===== config.mk =====
export PLATFORM = sky130hd
export DESIGN_NAME = mlsu_top
export DESIGN_NICKNAME = d
export VERILOG_FILES = /design/src/design/mlsu_pkg.sv /design/src/design/mlsu_top.sv
export SDC_FILE = /design/constraint.sdc
export NUM_CORES = 1
export LEC_CHECK = 0
export BUFFER_PORTS_ARGS = -buffer_cell sky130_fd_sc_hd__buf_2
export CAP_MARGIN = 0
export CORE_MARGIN = 4
export CORE_UTILIZATION = 50
export CTS_BUF_LIST = sky130_fd_sc_hd__clkbuf_8
export DETAILED_ROUTE_END_ITERATION = 16
export PLACE_DENSITY = 0.75
export SLEW_MARGIN = 5
export SYNTH_ARGS = -nofsm -noshare
export SYNTH_HDL_FRONTEND = slang
export SYNTH_SLANG_ARGS = --single-unit

===== constraint.sdc =====
create_clock -name hclk -period 1.9 [get_ports hclk]
set_input_delay 0.38 -clock hclk [delete_from_list [all_inputs] [get_ports hclk]]
set_output_delay 0.38 -clock hclk [all_outputs]
set_load 0.02 [all_outputs]

===== src/design/mlsu_pkg.sv =====
// Package for the monitor limit and status unit: register indices,
// reset values, bit positions and the measurement carrier.
// Assumes a 32-bit AHB-Lite register bus with byte address = 4 * index.
package mlsu_pkg;

  localparam int NCH = 5;
  localparam int NLIM = 10;

  // Register indices, byte address is four times the index
  localparam logic [7:0] IDX_STATUS_FIRST = 8'h41;
  localparam logic [7:0] IDX_STATUS_SECOND = 8'h42;
  localparam logic [7:0] IDX_PIN_MODE = 8'h60;
  localparam logic [7:0] IDX_IRQ_STATUS = 8'h61;
  localparam logic [7:0] IDX_IRQ_MASK = 8'h62;
  localparam logic [7:0] IDX_TIMER_LIMIT = 8'h7a;

  // Limit table: entry 2*ch is the low limit, 2*ch+1 the high limit
  // Channels: core rail, supply rail, remote one, local, remote two
  localparam logic [7:0] LIM_IDX [NLIM] = '{8'h46, 8'h47, 8'h48, 8'h49, 8'h4e,
                                            8'h4f, 8'h50, 8'h51, 8'h52, 8'h53};
  localparam logic [7:0] LIM_RST [NLIM] = '{8'h00, 8'hff, 8'h00, 8'hff, 8'h01,
                                            8'hff, 8'h01, 8'hff, 8'h01, 8'hff};

  // Status bit of the first register for each channel
  localparam int ST1_BIT [NCH] = '{1, 2, 4, 5, 6};
  localparam int ST1_SUMMARY = 7;

  // Second status register layout
  localparam int ST2_LATCH = 0;
  localparam int ST2_OVERTEMP = 1;
  localparam int ST2_FAN_FIRST = 2;
  localparam int ST2_SHARED = 5;
  localparam int ST2_DIODE_FIRST = 6;

  localparam logic [7:0] STATUS_RST = 8'h00;
  localparam logic [7:0] TIMER_LIMIT_RST = 8'h00;
  localparam logic [1:0] IRQ_RST = 2'h0;

  // Shared pin modes
  localparam logic [1:0] PIN_FAN_TACH = 2'h0;
  localparam logic [1:0] PIN_GPIO_OUT = 2'h1;
  localparam logic [1:0] PIN_TIMER_IN = 2'h2;

  typedef struct packed {
    logic [7:0] core_volt;
    logic [7:0] supply_volt;
    logic [7:0] remote_one_temp;
    logic [7:0] local_temp;
    logic [7:0] remote_two_temp;
  } mlsu_meas_t;

  typedef struct packed {
    logic overtemp_over;
    logic overtemp_released;
    logic [2:0] fan_slow;
    logic fourth_fan_slow;
    logic [2:0] fan_drive_on;
    logic [1:0] diode_fault;
    logic remote_two_latch;
  } mlsu_events_t;

  typedef enum logic [1:0] {
    MLSU_IDLE,
    MLSU_WRITE,
    MLSU_READ
  } mlsu_bus_state_t;

endpackage : mlsu_pkg


===== src/design/mlsu_top.sv =====
// Limit comparison and interrupt status flags of a thermal monitor,
// reached over an AHB-Lite slave. Measurement results and fan, diode
// and overtemperature conditions come from logic on the same clock.
//
// What this block does
// RULE1 - Status one bit 1 flags core rail limit, bit 2 supply rail limit.
// RULE2 - Status one bits 4,5,6 flag remote one, local, remote two temps.
// RULE3 - Voltage and temperature flags clear on read only if the fault ended.
// RULE4 - Status one bit 7 is the OR of all status two bits.
// RULE5 - Status two bit 1 flags overtemp; clears on read after hysteresis release.
// RULE6 - Status two bits 2..4 flag slow fans, suppressed while drive is off.
// RULE7 - Status two bit 5 flags slow fan four, suppressed while third drive off.
// RULE8 - In GPIO mode status two bit 5 is writable and drives the pin.
// RULE9 - In timer mode bit 5 sets when assertion time exceeds timer limit.
// RULE10 - Status two bits 6 and 7 flag faults on diode inputs one and two.
// RULE11 - Status two bit 0 reserved, or remote two latch on latching variant.
// RULE12 - Limit registers stay writable regardless of any configuration lock.
// RULE13 - A temperature passing a limit by one degree sets its flag.
// RULE14 - Temperature low limits reset to 0x01, high limits to 0xff.
// RULE15 - High violation when reading above limit; low when at or below.
// RULE16 - Compare after each new measurement; set flags hold until a clearing read.
// RULE17 - Status registers reset to zero; voltage limits reset 0x00 and 0xff.
//
// Decided for this implementation: the AHB-Lite interface to the registers.
`timescale 1ns/1ps
`default_nettype none

module mlsu_top #(
  parameter int ADDR_W = 10,
  parameter bit LATCH_VARIANT = 1'b0
) (
  // Clock and reset
  input wire logic hclk,
  input wire logic hresetn,
  // AHB-Lite slave
  input wire logic hsel,
  input wire logic [ADDR_W-1:0] haddr,
  input wire logic [1:0] htrans,
  input wire logic hwrite,
  input wire logic [2:0] hsize,
  input wire logic [31:0] hwdata,
  input wire logic hready,
  output logic [31:0] hrdata,
  output logic hreadyout,
  output logic hresp,
  // Measurement results
  input wire logic meas_valid,
  input wire mlsu_pkg::mlsu_meas_t meas,
  // Fan, diode and overtemperature conditions
  input wire mlsu_pkg::mlsu_events_t events,
  input wire logic [7:0] timer_assert_time,
  // Shared pin and interrupt
  output logic shared_pin_out,
  output logic shared_pin_oe,
  output logic irq
);
  import mlsu_pkg::*;

  // Decode needs the full ten-bit window; no bus is wider than 32 bits
  if (ADDR_W < 10 || ADDR_W > 32) begin : g_bad_addr_w
    $error("mlsu_top: ADDR_W must be 10 to 32");
  end
  if (NLIM != 2 * NCH) begin : g_bad_lim
    $error("mlsu_top: limit table needs a low and a high limit per channel");
  end

  mlsu_bus_state_t state_reg;
  logic [7:0] dp_idx_reg;
  logic dp_ok_reg;
  logic [7:0] lim_reg [NLIM];
  logic [7:0] status_first_reg;
  logic [7:0] status_second_reg;
  logic [NCH-1:0] viol_reg;
  logic [1:0] pin_mode_reg;
  logic [7:0] timer_limit_reg;
  logic [1:0] irq_status_reg;
  logic [1:0] irq_mask_reg;
  logic [7:0] reading [NCH];
  logic [NCH-1:0] viol_now;
  logic addr_take;
  logic addr_ok;
  logic addr_high_zero;
  logic wr_en;
  logic rd_en;
  logic [7:0] wdata;
  logic [7:0] set_first;
  logic [7:0] hold_first;
  logic [7:0] set_second;
  logic [7:0] hold_second;
  logic [7:0] status_first_next;
  logic [7:0] status_second_next;
  logic [1:0] irq_status_next;
  logic [7:0] read_value;

  // Bus address decode
  assign addr_take = hsel && htrans[1] && hready;
  assign addr_ok = (haddr[1:0] == 2'h0) && addr_high_zero;
  assign wr_en = (state_reg == MLSU_WRITE) && dp_ok_reg;
  assign rd_en = (state_reg == MLSU_READ) && dp_ok_reg;
  assign wdata = hwdata[7:0];

  // Address bits above the register window must be zero
  if (ADDR_W > 10) begin : g_addr_high
    assign addr_high_zero = (haddr[ADDR_W-1:10] == '0);
  end else begin : g_addr_flat
    assign addr_high_zero = 1'b1;
  end

  // Writes finish without wait; reads take one wait state so that a read
  // right after a write to the same register sees the new value.
  always_ff @(posedge hclk or negedge hresetn) begin
    if (!hresetn) begin
      state_reg <= MLSU_IDLE;
      hreadyout <= 1'b1;
    end else begin
      case (state_reg)
        MLSU_READ: begin
          state_reg <= MLSU_IDLE;
          hreadyout <= 1'b1;
        end
        default: begin
          if (addr_take) begin
            state_reg <= hwrite ? MLSU_WRITE : MLSU_READ;
            hreadyout <= hwrite;
          end else begin
            state_reg <= MLSU_IDLE;
            hreadyout <= 1'b1;
          end
        end
      endcase
    end
  end

  // Address phase capture for the data phase that follows
  always_ff @(posedge hclk or negedge hresetn) begin
    if (!hresetn) begin
      dp_idx_reg <= 8'h00;
      dp_ok_reg <= 1'b0;
    end else if (addr_take && state_reg != MLSU_READ) begin
      dp_idx_reg <= haddr[9:2];
      dp_ok_reg <= addr_ok;
    end
  end

  // Only OKAY answers; unmapped addresses read zero and ignore writes
  always_ff @(posedge hclk or negedge hresetn) begin
    if (!hresetn) begin
      hresp <= 1'b0;
    end else begin
      hresp <= 1'b0;
    end
  end

  // Limit registers, one per generate entry; no lock gates them
  for (genvar i = 0; i < NLIM; i++) begin : g_lim
    always_ff @(posedge hclk or negedge hresetn) begin
      if (!hresetn) begin
        lim_reg[i] <= LIM_RST[i]; // RULE14 RULE17
      end else if (wr_en && dp_idx_reg == LIM_IDX[i]) begin
        lim_reg[i] <= wdata; // RULE12
      end
    end
  end

  // Limit comparison per channel
  assign reading[0] = meas.core_volt;
  assign reading[1] = meas.supply_volt;
  assign reading[2] = meas.remote_one_temp;
  assign reading[3] = meas.local_temp;
  assign reading[4] = meas.remote_two_temp;

  for (genvar c = 0; c < NCH; c++) begin : g_cmp
    // Strictly above high, or at or below low; one degree past either trips
    assign viol_now[c] = (reading[c] > lim_reg[2*c+1]) || (reading[c] <= lim_reg[2*c]); // RULE15 RULE13
  end

  // Condition of the latest measurement decides whether a read may clear
  always_ff @(posedge hclk or negedge hresetn) begin
    if (!hresetn) begin
      viol_reg <= '0;
    end else if (meas_valid) begin
      viol_reg <= viol_now; // RULE16
    end
  end

  // First status register: set and hold masks by bit position
  always_comb begin
    set_first = 8'h00;
    hold_first = 8'h00;
    for (int c = 0; c < NCH; c++) begin
      set_first[ST1_BIT[c]] = meas_valid && viol_now[c]; // RULE1 RULE2 RULE16
      hold_first[ST1_BIT[c]] = meas_valid ? viol_now[c] : viol_reg[c];
    end
  end

  // A read clears only bits whose cause has gone; a new set wins
  always_comb begin
    status_first_next = status_first_reg;
    if (rd_en && dp_idx_reg == IDX_STATUS_FIRST) begin
      status_first_next = status_first_reg & hold_first; // RULE3
    end
    status_first_next = status_first_next | set_first;
    status_first_next[ST1_SUMMARY] = 1'b0;
  end

  always_ff @(posedge hclk or negedge hresetn) begin
    if (!hresetn) begin
      status_first_reg <= STATUS_RST; // RULE17
    end else begin
      status_first_reg <= status_first_next;
    end
  end

  // Second status register conditions, sampled every cycle
  always_comb begin
    set_second = 8'h00;
    hold_second = 8'h00;
    // Latch bit exists only on the latching variant
    set_second[ST2_LATCH] = LATCH_VARIANT && events.remote_two_latch; // RULE11
    hold_second[ST2_LATCH] = LATCH_VARIANT && events.remote_two_latch;
    set_second[ST2_OVERTEMP] = events.overtemp_over; // RULE5
    hold_second[ST2_OVERTEMP] = !events.overtemp_released; // RULE5
    for (int f = 0; f < 3; f++) begin
      set_second[ST2_FAN_FIRST+f] = events.fan_slow[f] && events.fan_drive_on[f]; // RULE6
      hold_second[ST2_FAN_FIRST+f] = events.fan_slow[f] && events.fan_drive_on[f];
    end
    case (pin_mode_reg)
      PIN_FAN_TACH: begin
        set_second[ST2_SHARED] = events.fourth_fan_slow && events.fan_drive_on[2]; // RULE7
        hold_second[ST2_SHARED] = events.fourth_fan_slow && events.fan_drive_on[2];
      end
      PIN_TIMER_IN: begin
        set_second[ST2_SHARED] = timer_assert_time > timer_limit_reg; // RULE9
        hold_second[ST2_SHARED] = timer_assert_time > timer_limit_reg;
      end
      default: begin
        set_second[ST2_SHARED] = 1'b0;
        hold_second[ST2_SHARED] = 1'b0;
      end
    endcase
    for (int d = 0; d < 2; d++) begin
      set_second[ST2_DIODE_FIRST+d] = events.diode_fault[d]; // RULE10
      hold_second[ST2_DIODE_FIRST+d] = events.diode_fault[d];
    end
  end

  always_comb begin
    status_second_next = status_second_reg;
    if (rd_en && dp_idx_reg == IDX_STATUS_SECOND) begin
      status_second_next = status_second_reg & hold_second; // RULE5 RULE16
    end
    status_second_next = status_second_next | set_second;
    if (pin_mode_reg == PIN_GPIO_OUT) begin
      // Bit is plain storage here: no clear on read, no hardware set
      status_second_next[ST2_SHARED] = status_second_reg[ST2_SHARED];
      if (wr_en && dp_idx_reg == IDX_STATUS_SECOND) begin
        status_second_next[ST2_SHARED] = wdata[ST2_SHARED]; // RULE8
      end
    end
    if (!LATCH_VARIANT) begin
      status_second_next[ST2_LATCH] = 1'b0; // RULE11
    end
  end

  always_ff @(posedge hclk or negedge hresetn) begin
    if (!hresetn) begin
      status_second_reg <= STATUS_RST; // RULE17
    end else begin
      status_second_reg <= status_second_next;
    end
  end

  // Shared pin mode; mode 3 leaves the shared bit unused
  always_ff @(posedge hclk or negedge hresetn) begin
    if (!hresetn) begin
      pin_mode_reg <= PIN_FAN_TACH;
    end else if (wr_en && dp_idx_reg == IDX_PIN_MODE) begin
      pin_mode_reg <= wdata[1:0];
    end
  end

  // Timer limit, compared against the measured assertion time
  always_ff @(posedge hclk or negedge hresetn) begin
    if (!hresetn) begin
      timer_limit_reg <= TIMER_LIMIT_RST;
    end else if (wr_en && dp_idx_reg == IDX_TIMER_LIMIT) begin
      timer_limit_reg <= wdata;
    end
  end

  // Pin level follows the next value, so it changes on the write edge
  always_ff @(posedge hclk or negedge hresetn) begin
    if (!hresetn) begin
      shared_pin_out <= 1'b0;
    end else begin
      shared_pin_out <= status_second_next[ST2_SHARED]; // RULE8
    end
  end

  // Drive the shared pin only while it is a general-purpose output
  always_ff @(posedge hclk or negedge hresetn) begin
    if (!hresetn) begin
      shared_pin_oe <= 1'b0;
    end else begin
      shared_pin_oe <= (pin_mode_reg == PIN_GPIO_OUT); // RULE8
    end
  end

  // Interrupt: bit 0 for a fresh flag in status one, bit 1 for status two.
  // Write one clears; a new event in the same cycle wins.
  always_comb begin
    irq_status_next = irq_status_reg;
    if (wr_en && dp_idx_reg == IDX_IRQ_STATUS) begin
      irq_status_next = irq_status_reg & ~wdata[1:0];
    end
    irq_status_next[0] = irq_status_next[0] || (|(set_first & ~status_first_reg));
    irq_status_next[1] = irq_status_next[1] || (|(status_second_next & ~status_second_reg));
  end

  always_ff @(posedge hclk or negedge hresetn) begin
    if (!hresetn) begin
      irq_status_reg <= IRQ_RST;
    end else begin
      irq_status_reg <= irq_status_next;
    end
  end

  always_ff @(posedge hclk or negedge hresetn) begin
    if (!hresetn) begin
      irq_mask_reg <= IRQ_RST;
    end else if (wr_en && dp_idx_reg == IDX_IRQ_MASK) begin
      irq_mask_reg <= wdata[1:0];
    end
  end

  // Registered so the pin cannot glitch; changes on the same edge as the status
  always_ff @(posedge hclk or negedge hresetn) begin
    if (!hresetn) begin
      irq <= 1'b0;
    end else begin
      irq <= |(irq_status_next & irq_mask_reg);
    end
  end

  // Read mux; the summary bit is formed here so it never lags status two
  always_comb begin
    read_value = 8'h00;
    if (dp_ok_reg) begin
      case (dp_idx_reg)
        IDX_STATUS_FIRST: begin
          read_value = status_first_reg;
          read_value[ST1_SUMMARY] = |status_second_reg; // RULE4
        end
        IDX_STATUS_SECOND: read_value = status_second_reg;
        IDX_PIN_MODE: read_value = {6'h00, pin_mode_reg};
        IDX_IRQ_STATUS: read_value = {6'h00, irq_status_reg};
        IDX_IRQ_MASK: read_value = {6'h00, irq_mask_reg};
        IDX_TIMER_LIMIT: read_value = timer_limit_reg;
        default: begin
          for (int i = 0; i < NLIM; i++) begin
            if (dp_idx_reg == LIM_IDX[i]) begin
              read_value = lim_reg[i];
            end
          end
        end
      endcase
    end
  end

  // Loaded at the end of the wait state, held until the next read
  always_ff @(posedge hclk or negedge hresetn) begin
    if (!hresetn) begin
      hrdata <= 32'h0000_0000;
    end else if (state_reg == MLSU_READ) begin
      hrdata <= {24'h00_0000, read_value};
    end
  end

endmodule : mlsu_top

`default_nettype wire


==> results of run 1 <==
[area by class of cell]
type / instances / area (µm²)
clock inverters: 12 / 114
flip-flops and latches: 133 / 3380
repair buffers: 279 / 2050
well taps: 220 / 275
fillers: 1151 / 4750
clock buffers: 19 / 262
inverters: 101 / 379
multi-input cells: 673 / 5600
[repair_timing]
item / 4_1_cts / 5_1_grt
cloned: 0 / 2
endpoints found under the setup margin: 77 / 120
hold buffers: 1 / 0
endpoints found under the hold margin: 17 / 0
pin swaps: 38 / 57
setup buffers: 17 / 20
resized for setup: 139 / 103
[metal layers]
metal	up-vias	wire length [µm]	part of all wire [%]
met3	104	1950	6.8
met5	-	0	0
met1	4022	11300	39
met2	400	14300	50
met4	0	1210	4.2
li1	3799	-	-
[power by group]
group	switching (mW)	internal [mW]	leakage [nW]
Combinational	1.07	0.807	4.18
Sequential	0.105	2.99	1.44
Clock	1.14	1.20	0.203
[worst max-delay path, cell delays in order, from the launching register on]
cell and delay (ps):
dfrtp_1 390, or4b_4 590, buf_6 150, nor4_4 270
nand3_1 150, a221oi_2 330, nand2_1 160, nand2_1 120
o2111ai_1 100
[cells by family (layout without fill, tap and decap cells)]
kind of cell,Yosys count,in the layout,share of synthesized area [%]
adders and majority gates,88,88,12.6
and+or+nand+nor,260,260,14.7
buffers and inverters,152,411,7.70
other,1,25,0.0431
muxes,73,73,9.46
DFF,133,133,38.9
AOI/OAI and AO/OA,227,227,16.6
[how the worst max path moves through the flow]
stage                  start         to  slack, ps  depth (start not counted)
6_report       dp_idx_reg[2]        irq       -480                          8
5_1_grt        dp_idx_reg[2]        irq       -530                          8
4_1_cts        dp_idx_reg[7]        irq       -380                          8
3_5_place_dp   dp_idx_reg[7]  hrdata[2]       -490                          9
3_3_place_gp   dp_idx_reg[7]  hrdata[2]       -430                          9
2_1_floorplan  dp_idx_reg[2]  hrdata[0]       -180                          7
[cell usage in the layout (no fill, tap or decap), drive strengths merged, types with 6 or more instances in the layout]
| cell | instances |
|---|---|
| mux2 | 64 |
| clkinv | 7 |
| a22oi | 8 |
| o21ai | 64 |
| conb | 25 |
| a21oi | 59 |
| inv | 103 |
| o22ai | 10 |
| a21o | 17 |
| nor2 | 43 |
| ha | 88 |
| dfstp | 44 |
| o31ai | 7 |
| buf | 278 |
| a221oi | 6 |
| clkbuf | 19 |
| mux2i | 8 |
| nand2b | 7 |
| nor3 | 9 |
| dfrtp | 89 |
| and3 | 6 |
| nor2b | 16 |
| nand3 | 33 |
| a211oi | 7 |
| nand2 | 120 |
| a31oi | 6 |
[metrics by stage]
step / setup WS, ps / utilization, % / instances / TNS (ps) / hold WS, ps
finish: -475 / 71.7 / 1437 / -10960 / 90.9
global route: -534 / 71.7 / 1437 / -19460 / 105
CTS: -381 / 68.3 / 1419 / -6830 / 76.3
detailed placement: -489 / 62.2 / 1371 / -8240 / 361
global placement: -431 / 62.2 / 1371 / -5800 / 361
floorplan: -176 / - / 958 / -916 / 84.4
==> results.yml, run 1 <==
place:
  port_buffers: 95
  post_dp_cell_area_um2: 10500
  gp_congestion: 0.961
  dpl.hpwl_mm: 20.0
global_route:
  grt_max_degree: 45
  top_usage_layer: "met2"
  met1_usage_pct: 34.0
  grt_pass1_vias: 8246
  grt_util_met2_pct: 45.0
  grt.met3_usage_pct: 5.04
  grt_use_total_pct: 27.0
  antenna_found_initial: 0
  grt_pass1_wl_mm: 41.6
  overflow: 0
worst_hold_path:
  hold_path_end: "dp_ok_reg"
  hold_path.startpoint: "haddr[0]"
  hp-class: "input pin to register"
  worstHoldPathCells: 2
pwr:
  power_density_nw_per_um2: 606
  p_leak_nw: 5.83
  finalPower_mw: 7.31
  ir_worst_vdd_mv: 0.554
clock_network:
  clkSlewWorstSetupHoldPaths_ps: 80
  clk_path_buf_depth: 2
  numCtsBuffers: 17
  clock-root-buffer: "clkbuf_8"
  htreeDepth: 4
  clk_latency_ps: 460
  cts_tree: "yes"
  cts_sinks: 133
synthesis:
  netlist_area_um2: 8710
  ys_ff_latch: 133
  synth_area_leaders: "dfrtp_1 26%, dfstp_2 13%, ha_1 13%"
  synth_cells: 934
  yosysMostFrequentCell: "nand2_1"
  yosysWarnings: 0
  synth-main-ff-cell: "dfrtp_1"
  yosys-top-cells-count: "119 x nand2_1, 100 x inv_1, 89 x dfrtp_1"
  ys_seq_area_share_pct: 38.9
  synthDistinctLibCells: 69
  async_reset_ff_share_pct: 100
  yosysTopAreaCell: "dfrtp_1"
  synth_top_area_share_pct: 25.6
  synth_edf_count: 0
  syn_area_per_cell_um2: 9.32
sta:
  fin_crit_sh_pct: 125
  period_needed_ps: 2380
  finalHoldViolations: 0
  fmax_mhz: 421
  fin_skew_ps: 10.4
  fin_ws_ps: -475
  worst_pin_slew_ps: 589
  rsz0062_at_grt: "true"
  maxSlewViolCount: 0
  finalSetupViolations: 88
  slew_headroom_pct: 60.7
route:
  drc: 0
  wl_per_cell_um: 20.0
  drt_iter0_drc: 584
  dr.pass1.iters: 5
  drt_wl_total_mm: 28.8
  ant_nets: 0
  vias: 8325
  vias_per_cell: 5.79
final_layout:
  n_antenna_cell: 0
  layout-drive-gt1-share_pct: 46.2
  largest_reg_flops: 80
  postLayoutCellArea_um2: 12100
  areaGrowthSynthToFinish_pct: 38.6
  finalNetCount: 1406
die:
  rows: 47
  dieArea_um2: 19600
  fp.dieW_um: 140
  boundaryPins: 150
  initial_core_util_pct: 51.8
  core_area_um2: 16800
  die_h_um: 140
worst_setup_path:
  path_class: "register to register"
  start_kind: "register"
  cp.arrival_ps: 2710
  regToRegEndpoint: "irq"
  crit_required_ps: 2240
  r2r_cells: 8
  reg2reg_from: "dp_idx_reg[2]"
  cp-end-kind: "register"
  path_max_fanout: 3
  r2r_slack_ps: -480
run_status:
  status: "finished with violations"
  violations: "setup timing"
job:
  cap_violations: 0
Note: power is estimated with default switching activity, not from simulation.
==> run 2: changes to the inputs <==
--- a/config.mk
+++ b/config.mk
@@ -12,7 +12,8 @@
 export CTS_BUF_LIST = sky130_fd_sc_hd__clkbuf_8
 export DETAILED_ROUTE_END_ITERATION = 16
 export PLACE_DENSITY = 0.75
-export SLEW_MARGIN = 5
+export SKIP_LAST_GASP = 1
+export SLEW_MARGIN = 20
 export SYNTH_ARGS = -nofsm -noshare
 export SYNTH_HDL_FRONTEND = slang
 export SYNTH_SLANG_ARGS = --single-unit
==> run 2 against run 1 <==
- combinational power grew 2%
- sequential share of layout area shrank 0.17 points
- cell count grew 0.14%
- non-clock buffer count grew 2
- worst hold slack gained 8.6 ps
- clock power is essentially flat
- the flow still finishes with violations (setup timing)
- fmax shrank 0.67%
- via count grew 1.1%
==> results.yml, run 2 (same netlist as run 1, synthesis figures left out) <==
worst_hold_path:
  hp-class: "input pin to register"
route:
  vias: 8418
  drt_wl_total_mm: 29.4
  drt_iter0_drc: 742
  ant_nets: 0
  drc: 0
  vias_per_cell: 5.85
  dr.pass1.iters: 5
  wl_per_cell_um: 20.4
die:
  fp.dieW_um: 140
  core_area_um2: 16800
  rows: 47
  die_h_um: 140
  dieArea_um2: 19600
  boundaryPins: 150
  initial_core_util_pct: 51.8
clock_network:
  cts_tree: "yes"
  clock-root-buffer: "clkbuf_8"
  clk_path_buf_depth: 2
  clk_latency_ps: 470
  htreeDepth: 4
  clkSlewWorstSetupHoldPaths_ps: 90
  cts_sinks: 133
  numCtsBuffers: 17
worst_setup_path:
  path_class: "register to register"
  cpMaxStageDelayCell: "or4b_4"
  start_kind: "register"
  regToRegEndpoint: "irq"
  crit_required_ps: 2220
  crit_start: "dp_idx_reg[2]"
  cp_top_family: "simple AND/OR/NAND/NOR gates"
  r2r_slack_ps: -490
  reg2reg_from: "dp_idx_reg[2]"
  slowest_delay_ps: 590
  path_max_fanout: 3
  cp.depth: 8
  cp-end-kind: "register"
  r2r_cells: 8
  cp-endpoint: "irq"
  path_buf_inv: 1
  cp.arrival_ps: 2710
  cp_cell_sequence: "or4b_4 -> buf_6 -> nor4_4 -> nand3_1 -> a221oi_2 -> nand2_1 -> nand2_1 -> o2111ai_1"
  cp_common_cell: "nand2_1"
final_layout:
  areaGrowthSynthToFinish_pct: 39.5
  multi_input_area_um2: 5650
  n_antenna_cell: 0
  postLayoutCellArea_um2: 12100
  regArea_um2: 3380
  mostFrequentLayoutCells: "144 x buf_4, 99 x nand2_1, 94 x buf_2"
  final_common_cell: "buf_4"
  largest_reg_flops: 80
  fin_cells: 1439
  layout-drive-gt1-share_pct: 46.7
  fill_cells: 1146
  finalNetCount: 1408
  utilization_pct: 72.2
run_status:
  status: "finished with violations"
  violations: "setup timing"
global_route:
  antenna_found_initial: 0
  grt_use_total_pct: 26.8
  overflow: 0
  grt_max_degree: 45
  top_usage_layer: "met2"
  met1_usage_pct: 34.1
  grt_pass1_vias: 8140
  grt_util_met2_pct: 44.6
  grt.met3_usage_pct: 5.28
  grt_pass1_wl_mm: 41.5
pwr:
  pwr-share-comb_pct: 26.0
  internal_power_mw: 5.02
  p_leak_nw: 5.83
  ir_worst_vdd_mv: 0.533
  finalPower_mw: 7.37
  seqPwrFrac_pct: 42.0
  power.switching_mw: 2.34
  power_density_nw_per_um2: 607
  switching_share_pct: 31.8
  p_clk_share_pct: 32.0
place:
  gp_congestion: 0.961
  dpl.cell_count: 1371
  pre_cts_slack_ps: -489
  post_dp_cell_area_um2: 10500
  dpl.hpwl_mm: 20.0
  port_buffers: 95
sta:
  finalHoldViolations: 0
  fmax_mhz: 418
  fin_crit_sh_pct: 126
  fin_ws_ps: -492
  finalSetupViolations: 88
  fin_skew_ps: 16.6
  period_needed_ps: 2390
  worst_pin_slew_ps: 588
  rsz0062_at_grt: "true"
  slew_headroom_pct: 60.8
  maxSlewViolCount: 0
job:
  cap_violations: 0
## run 2: changes by cell type in the layout (fill, tap and decap cells not counted), moves of 2 or more
| cell | change |
|---|---|
| nor2_4 | +2 |
| nand2_4 | -3 |
| nand2_1 | -2 |
| nand3_2 | -2 |
| buf_4 | +2 |
| inv_2 | +2 |
| nand2_2 | +4 |
| nand3_1 | +2 |
| inv_1 | -2 |
| ha_1 | -2 |
| ha_4 | +3 |
## run 2: worst min-delay path by stage
stage,slack (ps),end,startpoint,cells past startpoint
after global placement,360,viol_reg[0],hresetn,1
after detailed placement,360,viol_reg[0],hresetn,1
final,100,dp_idx_reg[4],haddr[6],3
after global routing,100,status_second_reg[1],events[11],2
after floorplan,80,dp_idx_reg[0],hresetn,0
after CTS,80,dp_ok_reg,haddr[0],2
## run 2: per-stage QoR
step           hold slack (ps)  TNS (ps)
2_1_floorplan             84.4      -916
3_3_place_gp               361     -5800
3_5_place_dp               361     -8240
4_1_cts                   76.3     -7490
5_1_grt                    105    -17920
6_report                  99.5    -10820
## run 2: what timing repair did
action / 4_1_cts / 5_1_grt
pin swaps: 36 / 53
endpoints found under the hold margin: 17 / 0
resized for setup: 116 / 140
buffers inserted: 17 / 21
hold buffers: 1 / 0
setup endpoints to repair: 77 / 120
cloned: 0 / 3
## run 2: final cells by class
class	count	area share [%]
Multi-Input combinational cell	673	46.5
Sequential cell	133	27.9
Timing Repair Buffer	281	17.1
Inverter	101	3.12
Tap cell	220	2.27
Clock buffer	19	2.15
Clock inverter	12	0.938
## run 2: metal layers
| layer | share of wire, % | vias to the layer above |
|---|---|---|
| li1 | - | 3800 |
| met1 | 38 | 4089 |
| met4 | 4.9 | 0 |
| met3 | 7.6 | 121 |
| met5 | 0 | - |
| met2 | 50 | 408 |
## run 2: power groups by stage
stage               registers (mW)  logic, mW  clock network, mW
finish                        3.09       1.92               2.36
global route                  3.11       2.05               2.51
CTS                           3.08       1.68               2.34
detailed placement            3.14       1.51                  0
global placement              3.13       1.47                  0
floorplan                     3.14      0.787                  0
## run 2: tightest hold or removal path, stage by stage
cell	delay, ps
buf_2	80
nand2_1	40
nand2_1	50
==> run 3: changes to the inputs <==
--- a/config.mk
+++ b/config.mk
@@ -8,10 +8,9 @@
 export BUFFER_PORTS_ARGS = -buffer_cell sky130_fd_sc_hd__buf_2
 export CAP_MARGIN = 0
 export CORE_MARGIN = 4
-export CORE_UTILIZATION = 50
+export CORE_UTILIZATION = 23
 export CTS_BUF_LIST = sky130_fd_sc_hd__clkbuf_8
 export DETAILED_ROUTE_END_ITERATION = 16
-export PLACE_DENSITY = 0.75
 export SKIP_LAST_GASP = 1
 export SLEW_MARGIN = 20
 export SYNTH_ARGS = -nofsm -noshare
==> run 3 against run 2 <==
- the flow still finishes with violations (setup timing)
- flip-flop and latch count unchanged
- combinational power about the same
- register-to-register slack better by 110 ps
- die area up 110%
- clock skew down 3.3 ps
- total power up 4.8%
- core utilization down 37 points
- fmax up 4.9%
- highest routed layer is now met5
==> results.yml, run 3 (same netlist as run 1, synthesis figures left out) <==
die:
  core_area_um2: 37000
  fp.dieW_um: 203
  initial_core_util_pct: 23.6
  boundaryPins: 150
  dieArea_um2: 41000
  rows: 70
  die_h_um: 203
route:
  wl_per_cell_um: 17.5
  drt_wl_total_mm: 30.5
  vias_per_cell: 4.67
  vias: 8135
  ant_nets: 0
  drc: 0
  dr.pass1.iters: 5
  drt_iter0_drc: 554
final_layout:
  fill_cells: 3731
  finalNetCount: 1426
  n_antenna_cell: 0
  largest_reg_flops: 80
  regArea_um2: 3380
  final_common_cell: "buf_4"
  layout-drive-gt1-share_pct: 52.3
  multi_input_area_um2: 5910
  utilization_pct: 35.2
  mostFrequentLayoutCells: "158 x buf_4, 94 x buf_2, 88 x dfrtp_1"
  areaGrowthSynthToFinish_pct: 49.3
run_status:
  status: "finished with violations"
  violations: "setup timing"
pwr:
  finalPower_mw: 7.72
  ir_worst_vdd_mv: 0.433
  p_leak_nw: 5.98
  power_density_nw_per_um2: 594
clock_network:
  cts_tree: "yes"
  clk_path_buf_depth: 2
  clk_latency_ps: 470
  clock-root-buffer: "clkbuf_8"
  numCtsBuffers: 17
  clkSlewWorstSetupHoldPaths_ps: 70
  cts_sinks: 133
  htreeDepth: 4
sta:
  worst_pin_slew_ps: 550
  finalSetupViolations: 110
  maxSlewViolCount: 0
  fin_skew_ps: 13.3
  finalHoldViolations: 0
  rsz0062_at_grt: "true"
  fin_hold_ws_ps: 92.5
  fin_setup_tns_ps: -13310
  fmax_mhz: 439
  fin_ws_ps: -379
  fin_crit_sh_pct: 120
  slew_headroom_pct: 63.3
  period_needed_ps: 2280
place:
  dpl.hpwl_mm: 23.4
  gp_congestion: 0.902
  port_buffers: 95
worst_setup_path:
  cp_top_family: "compound AO/OA/AOI/OAI gates"
  path_class: "register to register"
  cp.arrival_ps: 2660
  path_max_fanout: 4
  cp_cell_sequence: "inv_1 -> ha_1 -> nor2b_1 -> o21bai_1 -> a21oi_1 -> a211oi_2 -> o31ai_4 -> buf_4 -> or3_1 -> o2111ai_1"
  crit_required_ps: 2280
  start_kind: "register"
  cp-end-kind: "register"
  cpMaxStageDelayCell: "dfrtp_1"
  path_buf_inv: 2
  slowest_delay_ps: 400
global_route:
  overflow: 0
  antenna_found_initial: 1
  grt_max_degree: 45
  grt_pass1_vias: 8374
  grt_use_total_pct: 14.2
  grt_pass1_wl_mm: 45.9
worst_hold_path:
  hp-class: "input pin to register"
job:
  cap_violations: 0
==> run 3: cell types whose count changed in the layout (fill, tap and decap cells not counted), moves of 6 or more <==
cell	change
a21oi_1	-6
buf_4	+14
nand2_1	-25
nand2_2	+28
o21ai_1	-12
o21ai_2	+11
==> run 3: cell type report <==
cell class                 instances  area share, %
clock buffer                      19           2.01
clock inverter                    13           1.41
inverter                         101           2.94
multi-input combinational        673           45.5
sequential                       133           26.0
tap                              504           4.85
timing repair buffer             299           17.3
==> run 3: power breakdown <==
group / total [mW] / leakage (nW) / internal, mW / switching [mW]
registers: 3.08 / 1.44 / 2.99 / 0.0972
clock network: 2.68 / 0.224 / 1.49 / 1.19
logic: 1.95 / 4.31 / 0.861 / 1.09
total: 7.72 / 5.98 / 5.34 / 2.38
==> run 3: per-layer routing <==
| layer | share of wire (%) | track usage (%) | vias up | routed length (µm) |
|---|---|---|---|---|
| met5 | 0.066 | 0 | - | 20 |
| met1 | 45 | 19.3 | 4004 | 13800 |
| met3 | 4.8 | 3.02 | 54 | 1450 |
| met2 | 47 | 23.0 | 229 | 14500 |
| li1 | - | - | 3846 | - |
| met4 | 2.5 | 4.22 | 2 | 762 |
==> run 3: worst paths after layout <==
kind / to / slack, ps / from / cells after the start
setup / recovery: irq / -380 / lim_reg[25] / 10
hold reg to reg: status_second_reg[7] / 480 / status_second_reg[7] / 1
max in group asynchronous: lim_reg[19] / 770 / hresetn / 3
hold / removal: dp_ok_reg / 90 / haddr[1] / 2
min in group asynchronous: lim_reg[42] / 380 / hresetn / 2
setup reg to reg: irq / -380 / lim_reg[25] / 10
==> run 3: repair_timing <==
action / CTS / global route
pin swaps: 59 / 77
gates resized for setup: 115 / 206
hold buffers: 1 / 0
cloned: 0 / 2
setup buffers: 15 / 19
setup endpoints to repair: 101 / 120
endpoints found under the hold margin: 20 / 0
==> run 3: stage by stage <==
step / std cells / area (µm²) / worst slack, ps
3_5_place_dp: 1682 / 11000 / -464
4_1_cts: 1728 / 12100 / -324
6_report: 1742 / 13000 / -379
5_1_grt: 1742 / 13000 / -488
2_1_floorplan: 958 / 8820 / -176
3_3_place_gp: 1682 / 11000 / -468
